## src/logic/servo_autotune_params.svh

```systemverilog
// Purpose: constants for the real-time tuning control block
// Assumes: 20 MHz clk, byte addressed Avalon-MM slave
// Notes: definitions only
//
// Functional notes
// RULE_01: mode settings 1..6 enable tuning; factory default load sets setting to 1.
// RULE_02: a new mode setting takes effect only at power-on or drive-enable rise.
// RULE_03: latched mode 0 disables tuning; any value except 0 and 7 enables it.
// RULE_04: adaptive filter runs only while control mode select equals 2.
// RULE_05: tuning works in every control mode when the mode setting enables it.
// RULE_06: while tuning, gains, filters and inertia ratio are updated automatically.
// RULE_07: while tuning, the second gain action setup is forced to 1.
// RULE_08: while tuning, external writes to the tuned parameter set are rejected.
// RULE_09: inertia ratio and filter frequency are saved to nvm every 30 minutes.
// RULE_10: after power-on, tuning starts from the nvm inertia and filter values.
// RULE_11: holding the up key 5 s grows bars, then shows start, done or error.
// RULE_12: operator should pick modes 3 or 6 for varying inertia, lower stiffness.
`ifndef SERVO_AUTOTUNE_PARAMS_SVH
`define SERVO_AUTOTUNE_PARAMS_SVH

// ****************************************************************
// timing
// ****************************************************************
`define CLK_HZ          20000000
`define SAVE_PERIOD_MIN 30
`define SEC_PER_MIN     60
`define SAVE_CYCLES_DEF (64'(`SAVE_PERIOD_MIN) * 64'(`SEC_PER_MIN) * 64'(`CLK_HZ))
`define KEY_HOLD_SEC    5
`define HOLD_CYCLES_DEF (`KEY_HOLD_SEC * `CLK_HZ)
`define BAR_MAX         3'h5

// ****************************************************************
// register map (byte offsets)
// ****************************************************************
`define OFS_CTRL  8'h00
`define OFS_CMD   8'h04
`define OFS_STAT  8'h08
`define OFS_IRQ   8'h0C
`define OFS_MASK  8'h10
`define OFS_PAR   8'h20
`define OFS_PEND  8'h48

// ctrl fields
`define CTRL_MODE_LSB  0
`define CTRL_CTL_LSB   8
`define CTRL_STIF_LSB  16
// cmd bits
`define CMD_DEFAULT 0
`define CMD_SAVE    1
// status fields
`define STAT_TUNE_BIT 4
`define STAT_FILT_BIT 5
`define STAT_BAR_LSB  8
`define STAT_CON_LSB  12
// irq bits
`define IRQ_W     4
`define IRQ_REJ   0
`define IRQ_DONE  1
`define IRQ_ERR   2
`define IRQ_LATCH 3

// ****************************************************************
// parameter table and values
// ****************************************************************
`define NPAR        11
`define IDX_FIRST   4'h0
`define IDX_INERTIA 4'h8
`define IDX_GAIN2   4'h9
`define IDX_FILT    4'hA
`define MODE_DEF    3'h1
`define MODE_OFF    3'h0
`define MODE_RSVD   3'h7
`define CTL_HIPOS   4'h2
`define STIF_DEF    4'h4
`define GAIN2_FIXED 16'h0001
`define PAR_RST     16'h0000

`endif

```

## src/logic/servo_autotune_pkg.sv

```systemverilog
// Purpose: types shared by the tuning control block
// Assumes: nothing
// Notes: constants live in servo_autotune_params.svh
package servo_autotune_pkg;
	typedef enum logic [2:0] {CON_IDLE, CON_HOLD, CON_START, CON_BUSY,
		CON_DONE, CON_ERR} console_t;
	typedef enum logic [1:0] {SV_IDLE, SV_REQ, SV_WAIT} saver_t;
endpackage : servo_autotune_pkg

```

## src/logic/sync_2ff.sv

```systemverilog
// Purpose: two flop synchroniser for a pin level
// Assumes: rstN already synchronous to clk
// Notes: first stage feeds only the second
`timescale 1ns/1ns
`default_nettype none
module sync_2ff (
	input  wire logic clk,
	input  wire logic rstN,
	input  wire logic pinIn,
	output logic      syncOut
);
	logic meta_r;

	always_ff @(posedge clk or negedge rstN) begin
		if (!rstN) begin
			meta_r  <= 1'b0;
			syncOut <= 1'b0;
		end else begin
			meta_r  <= pinIn;
			syncOut <= meta_r;
		end
	end
endmodule : sync_2ff
`default_nettype wire

```

## src/logic/save_sequencer.sv

```systemverilog
// Purpose: writes a list of parameters to nvm, one handshake per word
// Assumes: nvm holds ack high for one cycle per accepted word
// Notes: short list is inertia then filter frequency; long list is all
`timescale 1ns/1ns
`default_nettype none
`include "servo_autotune_params.svh"
module save_sequencer (
	input  wire logic        clk,
	input  wire logic        rstN,
	input  wire logic        start,
	input  wire logic        saveAll,
	input  wire logic [15:0] parData,
	output logic      [3:0]  parIdx,
	output logic             nvmWrReq,
	output logic      [3:0]  nvmAddr,
	output logic      [15:0] nvmData,
	input  wire logic        nvmAck,
	input  wire logic        nvmErr,
	output logic             busy,
	output logic             done,
	output logic             err
);
	servo_autotune_pkg::saver_t state_r, state_nxt;
	logic        all_r, all_nxt, errAcc_r, errAcc_nxt;
	logic [3:0]  idx_r, idx_nxt, addr_nxt;
	logic [15:0] data_nxt;
	logic        req_nxt, done_nxt, err_nxt;

	assign parIdx = idx_r;
	assign busy   = (state_r != servo_autotune_pkg::SV_IDLE);

	always_comb begin
		state_nxt = state_r;
		all_nxt = all_r;
		errAcc_nxt = errAcc_r;
		idx_nxt = idx_r;
		addr_nxt = nvmAddr;
		data_nxt = nvmData;
		req_nxt = nvmWrReq;
		done_nxt = 1'b0;
		err_nxt = 1'b0;
		case (state_r)
			servo_autotune_pkg::SV_IDLE: begin
				if (start) begin
					all_nxt = saveAll;
					errAcc_nxt = 1'b0;
					idx_nxt = saveAll ? `IDX_FIRST : `IDX_INERTIA;
					state_nxt = servo_autotune_pkg::SV_REQ;
				end
			end
			servo_autotune_pkg::SV_REQ: begin
				// data sampled here so a later estimator update cannot tear it
				addr_nxt = idx_r;
				data_nxt = parData;
				req_nxt = 1'b1;
				state_nxt = servo_autotune_pkg::SV_WAIT;
			end
			servo_autotune_pkg::SV_WAIT: begin
				if (nvmAck) begin
					req_nxt = 1'b0;
					errAcc_nxt = errAcc_r | nvmErr;
					if (idx_r == `IDX_FILT) begin
						done_nxt = !(errAcc_r | nvmErr);
						err_nxt = errAcc_r | nvmErr;
						state_nxt = servo_autotune_pkg::SV_IDLE;
					end else begin
						idx_nxt = all_r ? idx_r + 4'h1 : `IDX_FILT;
						state_nxt = servo_autotune_pkg::SV_REQ;
					end
				end
			end
			default: state_nxt = servo_autotune_pkg::SV_IDLE;
		endcase
	end

	always_ff @(posedge clk or negedge rstN) begin
		if (!rstN) begin
			state_r <= servo_autotune_pkg::SV_IDLE;
			all_r <= 1'b0;
			errAcc_r <= 1'b0;
			idx_r <= `IDX_FIRST;
			nvmAddr <= `IDX_FIRST;
			nvmData <= `PAR_RST;
			nvmWrReq <= 1'b0;
			done <= 1'b0;
			err <= 1'b0;
		end else begin
			state_r <= state_nxt;
			all_r <= all_nxt;
			errAcc_r <= errAcc_nxt;
			idx_r <= idx_nxt;
			nvmAddr <= addr_nxt;
			nvmData <= data_nxt;
			nvmWrReq <= req_nxt;
			done <= done_nxt;
			err <= err_nxt;
		end
	end
endmodule : save_sequencer
`default_nettype wire

```

## src/logic/servo_autotune_control.sv

```systemverilog
// Purpose: tuning mode latch, parameter lock, periodic and console saves
// Assumes: estimator and nvm on clk; driveEn and upKey are pins
// Notes: registers over Avalon-MM, one wait state per access
//
// Design decisions made here: the Avalon-MM register port and the register addresses.
`timescale 1ns/1ns
`default_nettype none
`include "servo_autotune_params.svh"
module servo_autotune_control #(
	parameter logic [63:0] SAVE_CYCLES = `SAVE_CYCLES_DEF,
	parameter logic [31:0] HOLD_CYCLES = `HOLD_CYCLES_DEF
) (
	input  wire logic        clk,
	input  wire logic        arst_n,
	input  wire logic [7:0]  address,
	input  wire logic        read,
	input  wire logic        write,
	input  wire logic [31:0] writedata,
	output logic      [31:0] readdata,
	output logic             waitrequest,
	output logic             irq,
	input  wire logic        driveEn,
	input  wire logic        upKey,
	input  wire logic        estValid,
	input  wire logic [3:0]  estSel,
	input  wire logic [15:0] estData,
	input  wire logic [15:0] nvmInitInertia,
	input  wire logic [15:0] nvmInitFilter,
	output logic             nvmWrReq,
	output logic      [3:0]  nvmAddr,
	output logic      [15:0] nvmData,
	input  wire logic        nvmAck,
	input  wire logic        nvmErr,
	output logic             tuneOn,
	output logic             filterOn,
	output logic      [2:0]  barCount,
	output logic      [2:0]  consState
);
	// ****************************************************************
	// reset release and pin synchronisers
	// ****************************************************************
	logic rstMeta_r, rstN;
	always_ff @(posedge clk or negedge arst_n) begin
		if (!arst_n) begin
			rstMeta_r <= 1'b0;
			rstN <= 1'b0;
		end else begin
			rstMeta_r <= 1'b1;
			rstN <= rstMeta_r;
		end
	end

	logic drvSync, keySync, drvPrev_r, booted_r;
	sync_2ff uDrv (.clk(clk), .rstN(rstN), .pinIn(driveEn), .syncOut(drvSync));
	sync_2ff uKey (.clk(clk), .rstN(rstN), .pinIn(upKey), .syncOut(keySync));

	// ****************************************************************
	// declarations
	// ****************************************************************
	logic [2:0]  modeSet_r, modeSet_nxt, modeLat_r, modeLat_nxt;
	logic [3:0]  ctlMode_r, ctlMode_nxt, stiff_r, stiff_nxt;
	logic [15:0] par_r [`NPAR];
	logic [15:0] par_nxt [`NPAR];
	logic [`IRQ_W-1:0] irqSt_r, irqSt_nxt, mask_r, mask_nxt, ev;
	logic [31:0] rd_nxt;
	logic        wait_nxt, tune_nxt, filt_nxt, latchEv, accept, wrAcc;
	logic        busSave, saveStart, saveAll, svBusy, svDone, svErr;
	logic [3:0]  svIdx, wIdx;
	logic        inTable;
	logic [63:0] tmr_r, tmr_nxt;
	logic        tmrHit, pend_r, pend_nxt;

	assign latchEv = !booted_r || (drvSync && !drvPrev_r); // RULE_02
	assign accept  = (read || write) && waitrequest;
	assign wrAcc   = write && !waitrequest;
	assign inTable = address >= `OFS_PAR && address <= `OFS_PEND
		&& address[1:0] == 2'b00;
	assign wIdx    = 4'((address - `OFS_PAR) >> 2);

	// ****************************************************************
	// mode latch, parameters and bus registers
	// ****************************************************************
	always_comb begin
		modeSet_nxt = modeSet_r;
		ctlMode_nxt = ctlMode_r;
		stiff_nxt = stiff_r;
		mask_nxt = mask_r;
		par_nxt = par_r;
		ev = '0;
		ev[`IRQ_DONE] = svDone;
		ev[`IRQ_ERR] = svErr;
		busSave = 1'b0;
		wait_nxt = !accept;
		rd_nxt = readdata;
		modeLat_nxt = latchEv ? modeSet_r : modeLat_r; // RULE_02
		ev[`IRQ_LATCH] = latchEv && booted_r;
		if (wrAcc) begin
			case (address)
				`OFS_CTRL: begin
					modeSet_nxt = writedata[`CTRL_MODE_LSB +: 3];
					ctlMode_nxt = writedata[`CTRL_CTL_LSB +: 4];
					stiff_nxt = writedata[`CTRL_STIF_LSB +: 4];
				end
				`OFS_CMD: begin
					if (writedata[`CMD_DEFAULT])
						modeSet_nxt = `MODE_DEF; // RULE_01
					busSave = writedata[`CMD_SAVE];
				end
				`OFS_MASK: mask_nxt = writedata[`IRQ_W-1:0];
				default: begin
					if (inTable) begin
						if (tuneOn)
							ev[`IRQ_REJ] = 1'b1; // RULE_08
						else
							par_nxt[wIdx] = writedata[15:0];
					end
				end
			endcase
		end
		// estimator owns the tuned set only while tuning is on
		if (estValid && tuneOn && estSel <= `IDX_FILT && estSel != `IDX_GAIN2
			&& (estSel != `IDX_FILT || filterOn))
			par_nxt[estSel] = estData; // RULE_06 RULE_04
		if (tuneOn)
			par_nxt[`IDX_GAIN2] = `GAIN2_FIXED; // RULE_07
		if (!booted_r) begin
			par_nxt[`IDX_INERTIA] = nvmInitInertia; // RULE_10
			par_nxt[`IDX_FILT] = nvmInitFilter; // RULE_10
		end
		if (accept && read) begin
			case (address)
				`OFS_CTRL: rd_nxt = {12'h000, stiff_r, 4'h0, ctlMode_r,
					5'h00, modeSet_r};
				`OFS_STAT: rd_nxt = {17'h00000, consState, 1'b0, barCount,
					2'h0, filterOn, tuneOn, 1'b0, modeLat_r};
				`OFS_IRQ:  rd_nxt = {28'h0000000, irqSt_r};
				`OFS_MASK: rd_nxt = {28'h0000000, mask_r};
				default:   rd_nxt = inTable ? {16'h0000, par_r[wIdx]} : '0;
			endcase
		end
		// mode 7 is reserved and treated as off; control mode does not matter
		tune_nxt = modeLat_nxt != `MODE_OFF && modeLat_nxt != `MODE_RSVD; // RULE_03 RULE_05 RULE_01
		filt_nxt = tune_nxt && ctlMode_nxt == `CTL_HIPOS; // RULE_04
	end

	always_ff @(posedge clk or negedge rstN) begin
		if (!rstN) begin
			modeSet_r <= `MODE_DEF;
			modeLat_r <= `MODE_OFF;
			ctlMode_r <= `CTL_HIPOS;
			stiff_r <= `STIF_DEF;
			mask_r <= '0;
			readdata <= '0;
			waitrequest <= 1'b1;
			tuneOn <= 1'b0;
			filterOn <= 1'b0;
			booted_r <= 1'b0;
			drvPrev_r <= 1'b0;
			for (int i = 0; i < `NPAR; i++) par_r[i] <= `PAR_RST;
		end else begin
			modeSet_r <= modeSet_nxt;
			modeLat_r <= modeLat_nxt;
			ctlMode_r <= ctlMode_nxt;
			stiff_r <= stiff_nxt;
			mask_r <= mask_nxt;
			readdata <= rd_nxt;
			waitrequest <= wait_nxt;
			tuneOn <= tune_nxt;
			filterOn <= filt_nxt;
			booted_r <= 1'b1;
			drvPrev_r <= drvSync;
			par_r <= par_nxt;
		end
	end

	// ****************************************************************
	// periodic save timer and save arbitration
	// ****************************************************************
	servo_autotune_pkg::console_t con_r, con_nxt;
	logic [31:0] hold_r, hold_nxt;
	logic [2:0]  bar_nxt;

	assign tmrHit = tmr_r >= SAVE_CYCLES - 64'h1;
	assign saveAll = (con_r == servo_autotune_pkg::CON_START) || busSave;
	// console and bus saves take priority; a periodic one waits in pend_r
	assign saveStart = !svBusy && (saveAll || pend_r);

	always_comb begin
		tmr_nxt = (tuneOn && !tmrHit) ? tmr_r + 64'h1 : 64'h0; // RULE_09
		pend_nxt = pend_r;
		if (tuneOn && tmrHit)
			pend_nxt = 1'b1; // RULE_09
		else if (saveStart && !saveAll)
			pend_nxt = 1'b0;
	end

	always_ff @(posedge clk or negedge rstN) begin
		if (!rstN) begin
			tmr_r <= '0;
			pend_r <= 1'b0;
		end else begin
			tmr_r <= tmr_nxt;
			pend_r <= pend_nxt;
		end
	end

	save_sequencer uSave (
		.clk(clk), .rstN(rstN), .start(saveStart), .saveAll(saveAll),
		.parData(par_r[svIdx]), .parIdx(svIdx), .nvmWrReq(nvmWrReq),
		.nvmAddr(nvmAddr), .nvmData(nvmData), .nvmAck(nvmAck),
		.nvmErr(nvmErr), .busy(svBusy), .done(svDone), .err(svErr)
	);

	// ****************************************************************
	// console key hold sequence
	// ****************************************************************
	always_comb begin
		con_nxt = con_r;
		hold_nxt = hold_r;
		bar_nxt = barCount;
		case (con_r)
			servo_autotune_pkg::CON_IDLE: begin
				hold_nxt = '0;
				bar_nxt = '0;
				if (keySync)
					con_nxt = servo_autotune_pkg::CON_HOLD;
			end
			servo_autotune_pkg::CON_HOLD: begin
				if (!keySync) begin
					con_nxt = servo_autotune_pkg::CON_IDLE;
				end else if (hold_r >= HOLD_CYCLES / 32'(`BAR_MAX) - 32'h1) begin
					hold_nxt = '0;
					bar_nxt = barCount + 3'h1; // RULE_11
					if (barCount + 3'h1 == `BAR_MAX)
						con_nxt = servo_autotune_pkg::CON_START;
				end else begin
					hold_nxt = hold_r + 32'h1;
				end
			end
			servo_autotune_pkg::CON_START: begin
				if (!svBusy)
					con_nxt = servo_autotune_pkg::CON_BUSY; // RULE_11
			end
			servo_autotune_pkg::CON_BUSY: begin
				if (svDone)
					con_nxt = servo_autotune_pkg::CON_DONE; // RULE_11
				else if (svErr)
					con_nxt = servo_autotune_pkg::CON_ERR; // RULE_11
			end
			servo_autotune_pkg::CON_DONE, servo_autotune_pkg::CON_ERR: begin
				if (!keySync)
					con_nxt = servo_autotune_pkg::CON_IDLE;
			end
			default: con_nxt = servo_autotune_pkg::CON_IDLE;
		endcase
	end

	always_ff @(posedge clk or negedge rstN) begin
		if (!rstN) begin
			con_r <= servo_autotune_pkg::CON_IDLE;
			hold_r <= '0;
			barCount <= '0;
			consState <= 3'h0;
		end else begin
			con_r <= con_nxt;
			hold_r <= hold_nxt;
			barCount <= bar_nxt;
			consState <= con_nxt;
		end
	end

	// ****************************************************************
	// interrupts
	// ****************************************************************
	always_comb begin
		irqSt_nxt = irqSt_r;
		if (wrAcc && address == `OFS_IRQ)
			irqSt_nxt = irqSt_r & ~writedata[`IRQ_W-1:0];
		// set wins over a clear in the same cycle
		irqSt_nxt = irqSt_nxt | ev;
	end

	always_ff @(posedge clk or negedge rstN) begin
		if (!rstN) begin
			irqSt_r <= '0;
			irq <= 1'b0;
		end else begin
			irqSt_r <= irqSt_nxt;
			irq <= |(irqSt_nxt & mask_nxt);
		end
	end

	// ****************************************************************
	// checks
	// ****************************************************************
	a_mode_latch_hold: assert property (@(posedge clk) disable iff (!rstN) // RULE_02
		(booted_r && !(drvSync && !drvPrev_r)) |=> $stable(modeLat_r))
		else $error("latched mode changed without enable edge");
	a_mode_latch_take: assert property (@(posedge clk) disable iff (!rstN) // RULE_02
		(booted_r && drvSync && !drvPrev_r) |=> modeLat_r == $past(modeSet_r))
		else $error("enable edge did not latch mode");
	a_tune_decode: assert property (@(posedge clk) disable iff (!rstN) // RULE_03
		booted_r |-> tuneOn == (modeLat_r != `MODE_OFF && modeLat_r != `MODE_RSVD))
		else $error("tune enable does not follow latched mode");
	a_filter_gate: assert property (@(posedge clk) disable iff (!rstN) // RULE_04
		filterOn |-> tuneOn && ctlMode_r == `CTL_HIPOS)
		else $error("adaptive filter active outside positioning mode");
	a_gain2_forced: assert property (@(posedge clk) disable iff (!rstN) // RULE_07
		tuneOn |=> par_r[`IDX_GAIN2] == `GAIN2_FIXED)
		else $error("second gain setup not forced");
	a_locked_write: assert property (@(posedge clk) disable iff (!rstN) // RULE_08
		(wrAcc && inTable && tuneOn) |=> irqSt_r[`IRQ_REJ])
		else $error("locked write not flagged");
	a_factory_default: assert property (@(posedge clk) disable iff (!rstN) // RULE_01
		(wrAcc && address == `OFS_CMD && writedata[`CMD_DEFAULT])
		|=> modeSet_r == `MODE_DEF)
		else $error("factory default did not set mode 1");
	a_periodic_save: assert property (@(posedge clk) disable iff (!rstN) // RULE_09
		(tuneOn && tmrHit) |=> pend_r || svBusy)
		else $error("periodic save not requested");
	a_boot_load: assert property (@(posedge clk) disable iff (!rstN) // RULE_10
		$rose(booted_r) |-> par_r[`IDX_INERTIA] == $past(nvmInitInertia))
		else $error("initial inertia not loaded");
	a_bar_limit: assert property (@(posedge clk) disable iff (!rstN) // RULE_11
		con_r == servo_autotune_pkg::CON_START |-> barCount == `BAR_MAX)
		else $error("save started before full bars");
	c_locked_reject: cover property (@(posedge clk) disable iff (!rstN)
		wrAcc && inTable && tuneOn);
	c_console_done: cover property (@(posedge clk) disable iff (!rstN)
		con_r == servo_autotune_pkg::CON_DONE);
	c_periodic_save: cover property (@(posedge clk) disable iff (!rstN)
		tuneOn && tmrHit);
endmodule : servo_autotune_control
`default_nettype wire

```

## config.mk

```make
export PLATFORM = sky130hd
export DESIGN_NAME = servo_autotune_control
export DESIGN_NICKNAME = d
export VERILOG_FILES = /design/src/logic/servo_autotune_pkg.sv /design/src/logic/sync_2ff.sv /design/src/logic/save_sequencer.sv /design/src/logic/servo_autotune_control.sv
export VERILOG_INCLUDE_DIRS = /design/src /design/src/logic
export SDC_FILE = /design/constraint.sdc
export NUM_CORES = 1
export LEC_CHECK = 0
export ABC_AREA = 0
export BUFFER_PORTS_ARGS = -buffer_cell sky130_fd_sc_hd__buf_2
export CAP_MARGIN = 40
export CORE_ASPECT_RATIO = 1.2
export CORE_MARGIN = 8
export CORE_UTILIZATION = 65
export DETAILED_ROUTE_END_ITERATION = 16
export GPL_TIMING_DRIVEN = 0
export PLACE_DENSITY = 0.86
export SLEW_MARGIN = 20
export SYNTH_ARGS = -nofsm -noshare
export SYNTH_HDL_FRONTEND = slang
export SYNTH_HIERARCHICAL = 1
export SYNTH_SLANG_ARGS = --single-unit
```

## constraint.sdc

```tcl
create_clock -name clk -period 31.8 [get_ports clk]
set_clock_uncertainty 0.1 [all_clocks]
set_input_delay 1.59 -clock clk [delete_from_list [all_inputs] [get_ports clk]]
set_output_delay 1.59 -clock clk [all_outputs]
set_load 0.005 [all_outputs]
```

==> flow_metrics.py <==
metrics = {
    "synth": {
        "postSynthCellCount": 1892,
        "yosysWarningCount": 6,
        "ys_ff_latch": 364,
        "synth.mux.area_fraction": 0.212,
        "commonest_register_cell_after_synthesis": "sky130_fd_sc_hd__dfrtp_1",
        "sequential_cell_area_fraction_in_the_yosys_report": 0.457,
        "synth-compound-area-share": 0.118,
        "netlist_area_before_placement_mm2": 0.0200,
        "post_synth_fa_ha_maj_area_fraction": 0.00376,
        "largest_family_of_logic_cells_by_synthesized_area": "multiplexers",
        "count_of_cell_types_in_the_netlist": 85,
        "synth.top_cell.area_share": 0.451,
        "synth-edff-count": 0,
        "synth.area.top_cells": "sky130_fd_sc_hd__dfrtp_1, sky130_fd_sc_hd__mux2i_1, sky130_fd_sc_hd__mux4_2, sky130_fd_sc_hd__nand2_1, sky130_fd_sc_hd__o21ai_1",
        "syn_avg_cell_area_um2": 10.5,
        "xor_xnor_portion_of_the_synthesized_cell_area": 0.0171,
        "synth_async_sr_flop_share": 1.00,
        "yosys.area.top_type": "sky130_fd_sc_hd__dfrtp_1",
        "yosys.area_share.simple": 0.143,
    },
    "clock_tree": {
        "cts_root_buffer": "sky130_fd_sc_hd__clkbuf_16",
        "clock_tree_from_tritoncts": "done",
        "cts.clk_slew.worst_paths_ps": 60,
        "postCtsSetupBuffers": 0,
        "htree_num_levels": 2,
        "clkSinkCount": 364,
        "cts.hold.buffers_added": 0,
        "insertion_delay_ps": 560,
        "cts_inserted_buffers": 39,
        "ctsLongestPathBuffers": 3,
        "postCtsResizedCells": 0,
    },
    "global_route": {
        "grt_pass1_vias": 17516,
        "grt_antenna_before_repair": 1,
        "grt_pass1_wl_um": 99400,
        "grt-ovfl-total": 0,
        "grt_util_all_layers": 0.347,
        "grt_start_max_net_pins": 60,
    },
    "timing": {
        "final-hold-violation-count": 0,
        "rsz0062_at_grt": "no",
        "final_setup_violation_count": 0,
        "final_min_period_over_clock_period": 0.128,
        "max_slew_margin": 0.356,
        "final.min_clock_period_ps": 4060,
        "totalNegativeSetupSlack_ps": 0,
        "timing_max_transition_violations_final": 0,
        "timing_worst_slew_pin_value_ps": 956,
        "maxClockFrequency_ghz": 0.246,
    },
    "worst_setup_path": {
        "worst_path_max_fanout": 10,
        "critical-path-slowest-cell": "sky130_fd_sc_hd__buf_2",
        "endpoint_kind": "register",
        "worstSetupPathType": "in -> reg",
        "timing.critical_path.depth": 10,
        "timing.critical_path.cells": "buf_2 -> buf_2 -> buf_2 -> buf_2 -> buf_2 -> buf_2 -> o22ai_1 -> a22oi_1 -> nor2_1 -> a221o_1",
        "timing.critical_path.mode_cell": "sky130_fd_sc_hd__buf_2",
        "rr_worst_depth": 7,
        "timing.critical_path.buf_inv": 6,
        "crit_required_ps": 32130,
        "data_arrival_time_of_the_worst_path_ps": 4390,
        "start_kind": "input port",
        "timing.critical_path.max_delay_family": "buffers and inverters",
        "critical-path-max-stage-delay_ps": 500,
    },
    "cells_and_area": {
        "most-common-layout-cells": "sky130_fd_sc_hd__dfrtp_1, sky130_fd_sc_hd__mux2i_1, sky130_fd_sc_hd__nand2_1",
        "multi_input_comb_area_mm2": 0.0100,
        "layout.cells.most_common": "sky130_fd_sc_hd__dfrtp_1",
        "fin_area_mm2": 0.0229,
        "num-fill-cells": 2005,
        "layout-drive-gt1-share": 0.190,
        "final_nets": 2222,
        "area.growth.synth_to_final_pct": 14.8,
        "area.sequential_mm2": 0.00912,
    },
    "run": {
        "maxCapViolCount": 0,
    },
    "placement": {
        "placement.io_buffers": 122,
        "dp_hpwl_um": 46400,
        "place_congestion": 1.00,
        "placed_standard_cell_area_mm2": 0.0215,
    },
    "power": {
        "power_density_mw_per_mm2": 58.2,
        "p_leak_nw": 9.65,
        "max-vdd-ir-drop_mv": 0.0554,
    },
    "floorplanning": {
        "die_area_mm2": 0.0366,
        "die_outline_height_um": 208,
        "io_pins": 164,
        "fp.coreArea_mm2": 0.0304,
        "fp-row-count": 70,
        "chipWidth_um": 176,
        "initial_utilization": 0.657,
    },
    "route": {
        "postRouteAntennaNets": 0,
        "drt-pass1-iter-count": 7,
        "vias": 17109,
        "detail_route.wirelength_um": 64000,
        "post_drt_via_cell_ratio": 6.73,
        "routed_wire_length_per_instance_um": 25.2,
        "drt_drc_violations_left": 0,
        "drt_iter0_markers": 2155,
    },
    "min_path": {
        "min-delay-path-class": "reg -> async",
    },
    "status": {
        "status": "complete, no violations",
    },
}
[synthesized netlist by cell type (20+ instances only)]
library cell	n
sky130_fd_sc_hd__dfrtp_1	360
sky130_fd_sc_hd__mux2i_1	231
sky130_fd_sc_hd__nand2_1	219
sky130_fd_sc_hd__o21ai_1	146
sky130_fd_sc_hd__nor2_1	95
sky130_fd_sc_hd__clkbuf_1	92
sky130_fd_sc_hd__mux4_2	64
sky130_fd_sc_hd__o21ai_0	60
sky130_fd_sc_hd__nand3_1	49
sky130_fd_sc_hd__a21oi_1	45
sky130_fd_sc_hd__mux2_2	39
sky130_fd_sc_hd__inv_1	37
sky130_fd_sc_hd__and3_1	24
sky130_fd_sc_hd__nor4_1	23
sky130_fd_sc_hd__buf_4	22
sky130_fd_sc_hd__nor3_1	22
sky130_fd_sc_hd__a22oi_1	20
sky130_fd_sc_hd__xor2_1	20
[where the power goes]
part	internal (mW)	switching [mW]	leakage [nW]	total, mW
logic	0.122	0.178	4.14	0.300
registers	0.506	0.0354	4.84	0.541
clock network	0.295	0.196	0.677	0.491
[registers in the layout, indices dropped and copies added, names as in the netlist, 2 cells and up]
| name | cells |
|---|---|
| barCount | 3 |
| con_r | 3 |
| ctlMode_r | 4 |
| hold_r | 32 |
| irqSt_r | 4 |
| mask_r | 4 |
| modeLat_r | 3 |
| modeSet_r | 3 |
| par_r | 176 |
| readdata | 20 |
| stiff_r | 4 |
| tmr_r | 64 |
| uSave/nvmAddr | 4 |
| uSave/nvmData | 16 |
| uSave/parIdx | 4 |
| uSave/state_r | 2 |
[per-layer routing]
layer	GRT usage	routed length (µm)	vias to the layer above
li1	-	-	7237
met1	0.410	22500	8320
met2	0.563	30600	1250
met3	0.0736	6360	302
met4	0.233	4480	0
met5	0	0	-
[area by class of cell]
cell class                      instances  area share
Antenna cell                            1    0.000109
Buffer                                163      0.0369
Clock buffer                           50      0.0480
Clock inverter                         21      0.0123
Inverter                               38     0.00623
Multi-Input combinational cell       1367       0.437
Sequential cell                       364       0.398
Tap cell                              396      0.0216
Timing Repair Buffer                  142      0.0396
[worst paths after layout]
path,slack (ps),to,from
max,27740,readdata[0],address[2]
min,260,tmr_r[42],rstN
max reg2reg,28380,uSave/nvmData[5],uSave/parIdx[1]
min reg2reg,260,tmr_r[42],rstN
max in group asynchronous,30240,stiff_r[2],rstN
min in group clk,260,rstN,rstMeta_r
[cells by family (layout without fill, tap and decap cells)]
| logic type | count (synthesis) | after routing |
|---|---|---|
| AND/OR/NAND/NOR | 559 | 559 |
| AO/OA/AOI/OAI | 384 | 384 |
| flip-flops | 364 | 364 |
| multiplexers | 337 | 337 |
| buffers and inverters | 201 | 414 |
| XOR/XNOR | 39 | 39 |
| adder cells (fa/ha/maj) | 6 | 6 |
| other | 2 | 43 |
[metrics by stage]
stage / cells / total power [mW] / setup WS [ps] / hold WS [ps] / util
2_1_floorplan: 1932 / 0.726 / 20810 / 231 / -
3_3_place_gp: 2450 / 0.816 / 17070 / 232 / 0.698
3_5_place_dp: 2465 / 0.832 / 27180 / 240 / 0.707
4_1_cts: 2536 / 1.32 / 27760 / 265 / 0.752
5_1_grt: 2541 / 1.37 / 27660 / 264 / 0.754
6_report: 2542 / 1.33 / 27740 / 259 / 0.754
Power figures use the tool's default switching activity.
